### config.mk
export PLATFORM = sky130hd
export DESIGN_NAME = sim_monitor
export DESIGN_NICKNAME = d
export VERILOG_FILES = /design/src/sim_pkg.sv /design/src/sim_tick.sv /design/src/sim_monitor.sv
export SDC_FILE = /design/constraint.sdc
export NUM_CORES = 1
export LEC_CHECK = 0
export ABC_AREA = 1
export BUFFER_PORTS_ARGS = -buffer_cell sky130_fd_sc_hd__buf_2
export CAP_MARGIN = 20
export CORE_MARGIN = 5
export CORE_UTILIZATION = 44
export DETAILED_ROUTE_END_ITERATION = 8
export PLACE_DENSITY = 0.74
export SYNTH_ARGS = -nofsm -noshare
export SYNTH_HDL_FRONTEND = slang
export SYNTH_SLANG_ARGS = --single-unit
export TNS_END_PERCENT = 30
### constraint.sdc
create_clock -name clk -period 10.2 [get_ports clk]
set_input_delay 1.02 -clock clk [delete_from_list [all_inputs] [get_ports clk]]
set_output_delay 1.02 -clock clk [all_outputs]
set_load 0.005 [all_outputs]
### src/sim_pkg.sv
// Package for the limited increment monitor: timing, field and reset constants.
// Assumes a 10 MHz system clock and a periodic processing cycle derived from it.
package sim_pkg;

  // System clock period in nanoseconds.
  localparam int unsigned CLK_PERIOD_NS = 100;
  // Cycles of clk in one millisecond.
  localparam int unsigned CYC_PER_MS = 1000000 / CLK_PERIOD_NS;
  // Processing cycle period in clk cycles (one processor system cycle).
  localparam int unsigned PROC_CYC_LEN = 10000;
  localparam logic [13:0] PROC_CYC_LAST = 14'(PROC_CYC_LEN - 1);

  // On-delay range and default in milliseconds.
  localparam int unsigned ON_DELAY_MAX_MS = 120000;
  localparam logic [16:0] ON_DELAY_DEF_MS = 17'h00014;
  // On-delay counts are kept in processing cycles, one cycle per millisecond here.
  localparam int unsigned MS_PER_PROC = (PROC_CYC_LEN + CYC_PER_MS - 1) / CYC_PER_MS;

  // Position limit width and limits.
  localparam int unsigned POS_W = 32;
  localparam int unsigned LIM_W = 31;
  localparam logic [30:0] LIM_MAX = 31'h7FFFFFFF;
  localparam logic [30:0] LIM_DEF = 31'h00000000;

  // Axis assignment encoding.
  localparam logic AXIS_FIRST = 1'b0;
  localparam logic AXIS_SECOND = 1'b1;
  localparam logic AXIS_DEF = AXIS_FIRST;

  // Monitor states, Gray coded along idle, delay, monitor.
  typedef enum logic [1:0] {
    SIM_IDLE  = 2'b00,
    SIM_DELAY = 2'b01,
    SIM_MON   = 2'b11
  } sim_state_t;

endpackage

### src/sim_tick.sv
// Processing cycle tick generator for the limited increment monitor.
// Assumes a free running clk; emits one tick per processor system cycle.
module sim_tick
  import sim_pkg::*;
(
  // Clock and reset.
  input  wire logic clk,
  input  wire logic rst,
  input  wire logic clk_en,
  // Tick output.
  output logic      tick
);

  logic [13:0] cnt_ff;

  // Divider counts clk cycles and wraps at the end of each processing cycle.
  always_ff @(posedge clk or posedge rst) begin
    if (rst) begin
      cnt_ff <= 14'h0000;
    end else if (clk_en) begin
      cnt_ff <= (cnt_ff == PROC_CYC_LAST) ? 14'h0000 : cnt_ff + 14'h0001;
    end
  end

  // Tick is a one cycle pulse, gated so a frozen block never sees one.
  assign tick = clk_en && (cnt_ff == PROC_CYC_LAST);

endmodule

### src/sim_monitor.sv
// Limited increment monitor for one drive axis, normative or monitoring-only variant.
// Assumes positions, configuration and the arm input are synchronous to clk.
//
// Function
// - Arm input low arms, high disarms.
// - Compare only after configured on-delay elapses.
// - Partial-cycle delay expires at next cycle.
// - Capture start position when monitoring begins.
// - Compare position against limits every cycle.
// - Limits unsigned 0..2147483647, default zero.
// - Normative variant requests brake-ramp stop on violation.
// - Violation drives range acknowledge low.
// - Acknowledge high while active and inside; here a violation latches it low until disarm.
// - Acknowledge low whenever function not armed.
// - Monitoring-only variant requests no stop.
// - Instance assigned to first or second axis.
// - Clockwise rotation counts as positive position.
// - Armed only through arm input.
// - Optional hysteresis defined elsewhere, not built.
module sim_monitor
  import sim_pkg::*;
(
  // Clock, reset and clock enable.
  input  wire logic                     clk,
  input  wire logic                     rst,
  input  wire logic                     clk_en,
  // Activation.
  input  wire logic                     arm_input_n,
  // Configuration.
  input  wire logic                     monitored_increment_variant,
  input  wire logic                     second_axis_select,
  input  wire logic [16:0]              on_delay_ms,
  input  wire logic [LIM_W-1:0]         pos_max,
  input  wire logic [LIM_W-1:0]         pos_min,
  // Axis positions, signed, clockwise positive.
  input  wire logic signed [POS_W-1:0]  first_axis_pos,
  input  wire logic signed [POS_W-1:0]  second_axis_pos,
  // Results.
  output logic                          range_acknowledge_out,
  output logic                          brake_ramp_stop_request,
  output logic                          first_axis_stop,
  output logic                          second_axis_stop,
  output logic                          monitoring_active
);

  sim_state_t                state_ff;
  sim_state_t                nxt_state;
  logic [16:0]               delay_ff;
  logic [16:0]               nxt_delay;
  logic signed [POS_W-1:0]   start_ff;
  logic                      ack_ff;
  logic                      stop_ff;
  logic                      axis_ff;
  logic                      tick;
  logic                      armed;
  logic signed [POS_W-1:0]   cur_pos;
  logic signed [POS_W+1:0]   diff;
  logic                      viol;
  logic                      viol_hi;
  logic                      viol_lo;
  logic                      mon_entry;
  logic                      stop_set;
  logic [1:0]                axis_stop;

  // The divider free-runs from reset rather than restarting at arming, so the first
  // tick after arming lands anywhere in a partial cycle; counting whole ticks from
  // there rounds a partial cycle up to the next cycle boundary.
  sim_tick u_tick (
    .clk    (clk),
    .rst    (rst),
    .clk_en (clk_en),
    .tick   (tick)
  );

  // The activation input is the only way in; no permanent mode exists.
  assign armed = !arm_input_n;

  // Axis assignment is sampled at each new activation so it cannot change mid-window.
  always_ff @(posedge clk or posedge rst) begin
    if (rst) begin
      axis_ff <= AXIS_DEF;
    end else if (clk_en && state_ff == SIM_IDLE) begin
      axis_ff <= second_axis_select ? AXIS_SECOND : AXIS_FIRST;
    end
  end

  // Position of the assigned axis; positive counts follow clockwise rotation.
  assign cur_pos = (axis_ff == AXIS_SECOND) ? second_axis_pos : first_axis_pos;

  // Signed distance from the start position, two bits wider so no wrap can hide a breach.
  assign diff = (POS_W+2)'(cur_pos) - (POS_W+2)'(start_ff);

  // Strictly beyond start plus max is an upper breach; the bound itself is still inside.
  assign viol_hi = diff > $signed({3'b000, pos_max});

  // Strictly below start minus min is a lower breach.
  assign viol_lo = diff < -$signed({3'b000, pos_min});

  // No hysteresis is applied, so a breach counts at the first tick that sees it.
  // A user who must ride through short overshoots has to widen the window instead.
  assign viol = viol_hi || viol_lo;

  // Sequencer: delay counts whole processing cycles, so a partial cycle rounds up.
  always_comb begin
    nxt_state = state_ff;
    nxt_delay = delay_ff;
    unique case (state_ff)
      SIM_IDLE: begin
        if (armed) begin
          nxt_state = SIM_DELAY;
          nxt_delay = on_delay_ms;
        end
      end
      SIM_DELAY: begin
        if (!armed) begin
          nxt_state = SIM_IDLE;
        end else if (tick) begin
          if (delay_ff <= 17'(MS_PER_PROC)) begin
            nxt_state = SIM_MON;
            nxt_delay = 17'h00000;
          end else begin
            nxt_delay = delay_ff - 17'(MS_PER_PROC);
          end
        end
      end
      SIM_MON: begin
        if (!armed) begin
          nxt_state = SIM_IDLE;
        end
      end
      // The fourth state code is never reached from reset; fall back to idle if it is.
      default: begin
        nxt_state = SIM_IDLE;
      end
    endcase
  end

  // State and delay registers.
  always_ff @(posedge clk or posedge rst) begin
    if (rst) begin
      state_ff <= SIM_IDLE;
      delay_ff <= ON_DELAY_DEF_MS;
    end else if (clk_en) begin
      state_ff <= nxt_state;
      delay_ff <= nxt_delay;
    end
  end

  // Monitoring begins at the tick that ends the delay; start capture and the first
  // acknowledge both key off this one strobe so they cannot drift apart.
  assign mon_entry = (state_ff == SIM_DELAY) && (nxt_state == SIM_MON);

  // Start position is latched on entry to monitoring and cleared on disarm.
  always_ff @(posedge clk or posedge rst) begin
    if (rst) begin
      start_ff <= '0;
    end else if (clk_en) begin
      if (!armed) begin
        start_ff <= '0;
      end else if (mon_entry) begin
        start_ff <= cur_pos;
      end
    end
  end

  // Acknowledge updates once per processing cycle while monitoring; a violation latches
  // until disarm, since a safe stop must not silently clear itself.
  always_ff @(posedge clk or posedge rst) begin
    if (rst) begin
      ack_ff <= 1'b0;
    end else if (clk_en) begin
      if (!armed || state_ff != SIM_MON) begin
        ack_ff <= mon_entry;
      end else if (tick && viol) begin
        ack_ff <= 1'b0;
      end
    end
  end

  // A breach raises a stop only in the normative variant.
  assign stop_set = tick && viol && !monitored_increment_variant;

  // Stop request, latched until disarm.
  always_ff @(posedge clk or posedge rst) begin
    if (rst) begin
      stop_ff <= 1'b0;
    end else if (clk_en) begin
      if (!armed || state_ff != SIM_MON) begin
        stop_ff <= 1'b0;
      end else if (stop_set) begin
        stop_ff <= 1'b1;
      end
    end
  end

  // One stop flop per axis, so each axis output comes straight from a register; the
  // latched axis choice steers the request and cannot move while monitoring runs.
  for (genvar g = 0; g < 2; g++) begin : g_axis
    logic stop_ax_ff;

    always_ff @(posedge clk or posedge rst) begin
      if (rst) begin
        stop_ax_ff <= 1'b0;
      end else if (clk_en) begin
        if (!armed || state_ff != SIM_MON) begin
          stop_ax_ff <= 1'b0;
        end else if (stop_set && axis_ff == ((g == 0) ? AXIS_FIRST : AXIS_SECOND)) begin
          stop_ax_ff <= 1'b1;
        end
      end
    end

    assign axis_stop[g] = stop_ax_ff;
  end

  // Outputs; the stop is steered to the assigned axis only.
  assign range_acknowledge_out   = ack_ff;
  assign brake_ramp_stop_request = stop_ff;
  assign first_axis_stop         = axis_stop[0];
  assign second_axis_stop        = axis_stop[1];
  assign monitoring_active       = (state_ff == SIM_MON);

endmodule

==> results of run 1 <==
stage by stage:
step | power, mW | worst slack [ns] | instances | cell area, µm² | hold WS [ns]
2_1_floorplan | 0.931 | 5.75 | 1162 | 7890 | 0.460
3_3_place_gp | 1.11 | 4.99 | 1525 | 8850 | 0.488
3_5_place_dp | 1.13 | 4.89 | 1525 | 8850 | 0.498
4_1_cts | 1.47 | 4.84 | 1541 | 9170 | 0.510
5_1_grt | 1.61 | 4.25 | 1543 | 9210 | 0.530
6_report | 1.47 | 4.81 | 1543 | 9210 | 0.509
final cells by class:
class | instances | area (µm²)
clock buffer | 10 | 239
timing repair buffer | 156 | 816
tap | 229 | 287
sequential | 70 | 1760
inverter | 239 | 897
multi-input combinational | 833 | 5130
fill | 1789 | 8570
clock inverter | 6 | 85.1
kinds of logic (layout without fill, tap and decap cells):
family	after synthesis	count (layout)	share of synthesized area
multiplexers	1	1	0.00127
adder cells (fa/ha/maj)	95	95	0.152
AO/OA/AOI/OAI	204	204	0.149
AND/OR/NAND/NOR	460	460	0.268
flip-flops	70	70	0.222
buffers and inverters	259	411	0.126
XOR/XNOR	73	73	0.0811
where the power goes:
part           internal, mW  switching, mW  total, mW  leakage [nW]
clock                 0.220          0.120      0.339         0.154
combinational         0.305          0.460      0.765          3.92
sequential            0.314         0.0495      0.364         0.907
total                 0.839          0.629       1.47          4.98
path summary, 6_finish.rpt:
path,to,startpoint,slack [ns]
worst min register to register,u_tick.cnt_ff[0],u_tick.cnt_ff[0],0.51
worst max-delay path,range_acknowledge_out,axis_ff,4.81
worst max register to register,range_acknowledge_out,axis_ff,4.81
max in group asynchronous,axis_ff,rst,8.59
min in group asynchronous,start_ff[2],rst,0.96
worst min-delay path,u_tick.cnt_ff[0],u_tick.cnt_ff[0],0.51
state kept, by name, indices dropped and copies added (netlist names):
register	cells
u_tick.cnt_ff	14
second_axis_stop	1
delay_ff	17
axis_ff	1
brake_ramp_stop_request	1
state_ff	2
range_acknowledge_out	1
first_axis_stop	1
start_ff	32
per-layer routing:
layer	track usage	vias to the layer above
met3	0.0270	26
met5	0	-
met2	0.316	220
met1	0.275	3570
li1	-	4098
met4	0.0481	0
layout by cell type (no fill, tap or decap), types with 2 or more instances in the layout:
cell type and n:
a31oi_1 9, nand2_2 3, nor2_4 2, dfrtp_1 67, nor4_1 9, or2_2 2
a21o_1 3, a21boi_0 2, clkinvlp_4 2, a22oi_1 11, nor2_1 87, bufinv_16 2
clkinv_1 2, nor3_2 4, buf_2 153, a221oi_1 3, nand3b_1 5, nor3_4 3
nor3_1 23, o21ai_0 63, o21a_1 4, a21oi_1 64, clkbuf_16 9, nand3_2 3
clkinv_2 2, xnor2_1 26, nand4_1 24, o21bai_1 3, nand2_1 225, a211oi_1 3
ha_1 94, nand3_1 58, dfstp_2 2, o22ai_1 31, and2_1 3, inv_1 236
xor2_1 47
==> results_dict.tcl, run 1 <==
set metrics [dict create \
    cts_tree "yes" \
    yosysTopAreaCell "dfrtp_1" \
    core-area_um2 17800 \
    synth_warnings 0 \
    drv_cap 0 \
    die_area_um2 20700 \
    antenna_left 0 \
    async_reset_ff_frac 1.00 \
    place_hpwl_um 16900 \
    path_buf_inv 2 \
    die_height_um 144 \
    p_per_area_nw_per_um2 159 \
    max_freq_ghz 0.186 \
    drc_errors 0 \
    fin_tns_setup_ns 0 \
    syn-mean-instance-area_um2 6.79 \
    cts_setup_buffers 0 \
    wirelength_um 20500 \
    grt_pass1_vias 7328 \
    tightest_slew_ns 1.11 \
    synthFlopType "dfrtp_1" \
    grt_pass1_wl_um 33200 \
    io_pins 154 \
    drv_slew 0 \
    n_antenna_cell 0 \
    route.met3.wl_um 1300 \
    hp-class "reg2reg" \
    grt_antenna_before_repair 0 \
    rsz0062_at_grt "false" \
    hold_viol_final 0 \
    cts_root_buf "clkbuf_16" \
    yosysMostFrequentCell "inv_1" \
    ys_types 55 \
    holdPathStages 1 \
    post_cts_resized 0 \
    clock_latency_ns 0.33 \
    netlist_instances 1162 \
    dr.pass1.iters 5 \
    post-route-period-util 0.528 \
    wl_met1_um 9750 \
    crit_required_ns 10.44 \
    syn_to_final_growth_pct 16.8 \
    grt-ovfl-total 0 \
    grt_usage 0.195 \
    critPathTopFamily "simple AND/OR/NAND/NOR gates" \
    via_count 7914 \
    ys_ff_latch 70 \
    critPathMostFrequentCell "nand3_1" \
    die_w_um 144 \
    cts_inserted_buffers 9 \
    cts_hold_buf 0 \
    viasPerCell 5.13 \
    grt_max_degree 71 \
    wl_per_cell_um 13.3 \
    rows 49 \
    status "finished clean" \
    synth_seq_area_share 0.222 \
    cp_max_fo 66 \
    portBuffers 153 \
    layout-drive-gt1-share 0.152 \
    maxSlewHeadroom 0.257 \
    gp_congestion 0.889 \
    top_layer_used "met4" \
    fin_skew_ns 0.0117 \
    slowest_stage "dfrtp_2" \
    final_nets 1553 \
    leakagePower_nw 4.98 \
    synth-edff-count 0 \
    cp_num_cells 25 \
    synth_top_area_share 0.216 \
    critPathLaunchType "flip-flop" \
    setup.worst_path.class "reg2reg" \
    synth.area.top_cells "dfrtp_1, ha_1, inv_1, nand2_1, xor2_1" \
    initial_core_util 0.443 \
    cp_slowest_stage_delay_ns 0.98 \
    clkTransAtPathRegs_ns 0.06 \
    synth_nets 1406 \
    setup_viol 0 \
    post-route-util 0.518 \
    clock-sinks 70 \
    crit_arrival_ns 5.63 \
    syn-cell-area_um2 7890 \
    htreeDepth 3 \
    fin_crit_ns 5.39 \
    r2r.worst_path.cells 25 \
    synth_commonest_cells "inv_1, nand2_1, ha_1, nor2_1, dfrtp_1" \
    cts_buffer_depth 2 \
    cp-end-kind "flip-flop" \
    wl_met2_um 9150 \
    vdd_drop_max_uv 103 \
    drt_iter0_drc 376 \
]
(Power assumes the default switching activity.)
==> run 2, diff against run 1 <==
- PLACE_DENSITY: 0.74 -> 0.76
- clock period: 10.2 -> 4.5 ns (I/O delays scaled with it)
==> run 2 against run 1 <==
Effect of this change: hold slack worse by 0.28 ns; largest cell class unchanged; highest routed layer is now met5; clock skew increased by 0.0012 ns; die area is the same; critical endpoint is now second_axis_stop.
==> results_dict.tcl, run 2 (same netlist as run 1, synthesis figures left out) <==
set metrics [dict create \
    portBuffers 153 \
    place_hpwl_um 17700 \
    critPathLaunchType "flip-flop" \
    die_height_um 144 \
    post-route-util 0.569 \
    wirelength_um 23000 \
    hold_viol_final 0 \
    max_freq_ghz 0.232 \
    clkTransAtPathRegs_ns 0.07 \
    htreeDepth 3 \
    antenna_left 0 \
    grt_antenna_before_repair 1 \
    status "finished clean" \
    grt-ovfl-total 0 \
    stdcell_count 1583 \
    setup.worst_path.class "reg2reg" \
    setup_viol 0 \
    die_area_um2 20700 \
    fin_skew_ns 0.0129 \
    place_area_um2 8990 \
    dr.pass1.iters 5 \
    core-area_um2 17800 \
    cts_root_buf "clkbuf_16" \
    grt_util_met2 0.323 \
    post-route-period-util 0.956 \
    drv_cap 0 \
    via_count 8196 \
    n_antenna_cell 0 \
    vdd_drop_max_uv 375 \
    leakagePower_nw 5.26 \
    rows 49 \
    crit_required_ns 4.76 \
    die_w_um 144 \
    viasPerCell 5.18 \
    grt_pass1_vias 7433 \
    tightest_slew_ns 0.916 \
    combPwrFrac 0.574 \
    power_frac_seq 0.216 \
    drt_iter0_drc 398 \
    multiInputGateArea_um2 5690 \
    wl_per_cell_um 14.5 \
    grt_pass1_wl_um 33900 \
    dp.cells 1543 \
    design_area_um2 10100 \
    maxSlewHeadroom 0.389 \
    gp_congestion 0.924 \
    slowest_stage "dfrtp_2" \
    cts_inserted_buffers 9 \
    clock-sinks 70 \
    grt_use_met3 0.0336 \
    drv_slew 0 \
    fin_tns_setup_ns 0 \
    p_per_area_nw_per_um2 367 \
    swShare 0.428 \
    drc_errors 0 \
    internal_power_mw 2.12 \
    grt_usage 0.201 \
    cts_tree "yes" \
    num-fill-cells 1614 \
    p_switching_mw 1.59 \
    largest_register "start_ff" \
    largest_reg_flops 32 \
    cp-end-kind "flip-flop" \
    grt_use_met1 0.279 \
    power_mw 3.71 \
    clock_latency_ns 0.34 \
    syn_to_final_growth_pct 28.4 \
    initial_core_util 0.443 \
    final_nets 1593 \
    clock_power_share 0.210 \
    fin_crit_ns 4.30 \
    io_pins 154 \
    cts_hold_buf 0 \
    reg_top3 "start_ff: 32 flops, delay_ff: 17 flops, u_tick.cnt_ff: 14 flops" \
    cts_buffer_depth 2 \
    cp_slowest_stage_delay_ns 0.52 \
    final_common_cell "inv_1" \
    layout-drive-gt1-share 0.245 \
    rsz0062_at_grt "true" \
    hp-class "in2async" \
    busiest_layer "met2" \
    grt_max_degree 37 \
    cp_max_fo 8 \
    crit_arrival_ns 4.56 \
    regArea_um2 1760 \
    layout_common_cells "inv_1, nand2_1, buf_2, nor2_1, ha_1" \
    critPathMostFrequentCell "nand2_1" \
]
## run 2: power by group through the flow
stage	Combinational (mW)	Sequential (mW)	Clock (mW)
finish	2.13	0.803	0.780
detailed placement	1.79	0.808	0
floorplan	1.32	0.786	0
global placement	1.74	0.806	0
global route	2.39	0.814	0.820
CTS	1.82	0.797	0.788
## run 2: stage by stage
step	setup WS [ns]	hold slack, ns
floorplan	0.286	0.460
global placement	-0.124	0.485
detailed placement	-0.131	0.488
CTS	0.0387	0.251
global route	-0.112	0.294
finish	0.199	0.233
## run 2: worst paths after layout
path	startpoint	to	slack, ns	depth (start not counted)
max	axis_ff	second_axis_stop	0.20	36
min	rst	delay_ff[3]	0.23	2
max reg2reg	axis_ff	second_axis_stop	0.20	36
min reg2reg	u_tick.cnt_ff[12]	u_tick.cnt_ff[12]	0.50	1
max in group asynchronous	rst	brake_ramp_stop_request	3.30	3
min in group clk	second_axis_select	axis_ff	0.38	3
## run 2: metal layers
metal / wire length [µm] / share of wire
met1: 10200 / 0.44
met4: 467 / 0.020
met5: 7 / 0.00030
met3: 1650 / 0.072
met2: 10700 / 0.46
## run 2: cell type report
type | instances | area share
well taps | 229 | 0.0283
clock buffers | 11 | 0.0240
flip-flops and latches | 70 | 0.173
clock inverters | 5 | 0.00828
multi-input cells | 833 | 0.562
repair buffers | 196 | 0.116
inverters | 239 | 0.0886
## run 2: what timing repair did
action	CTS	global route
cloned	0	3
resized for setup	12	131
pin swaps	0	36
setup endpoints to repair	4	4
buffers inserted	2	17
## run 2: worst max-delay path: cells and delay by family, from the launching register on
kind | cells | cell delay [ns]
xor gates and xnor gates | 1 | 0.17
buffers and inverters | 3 | 0.36
DFF | 1 | 0.52
and+or+nand+nor | 26 | 1.96
adders and majority gates | 2 | 0.61
AOI/OAI and AO/OA | 4 | 0.59
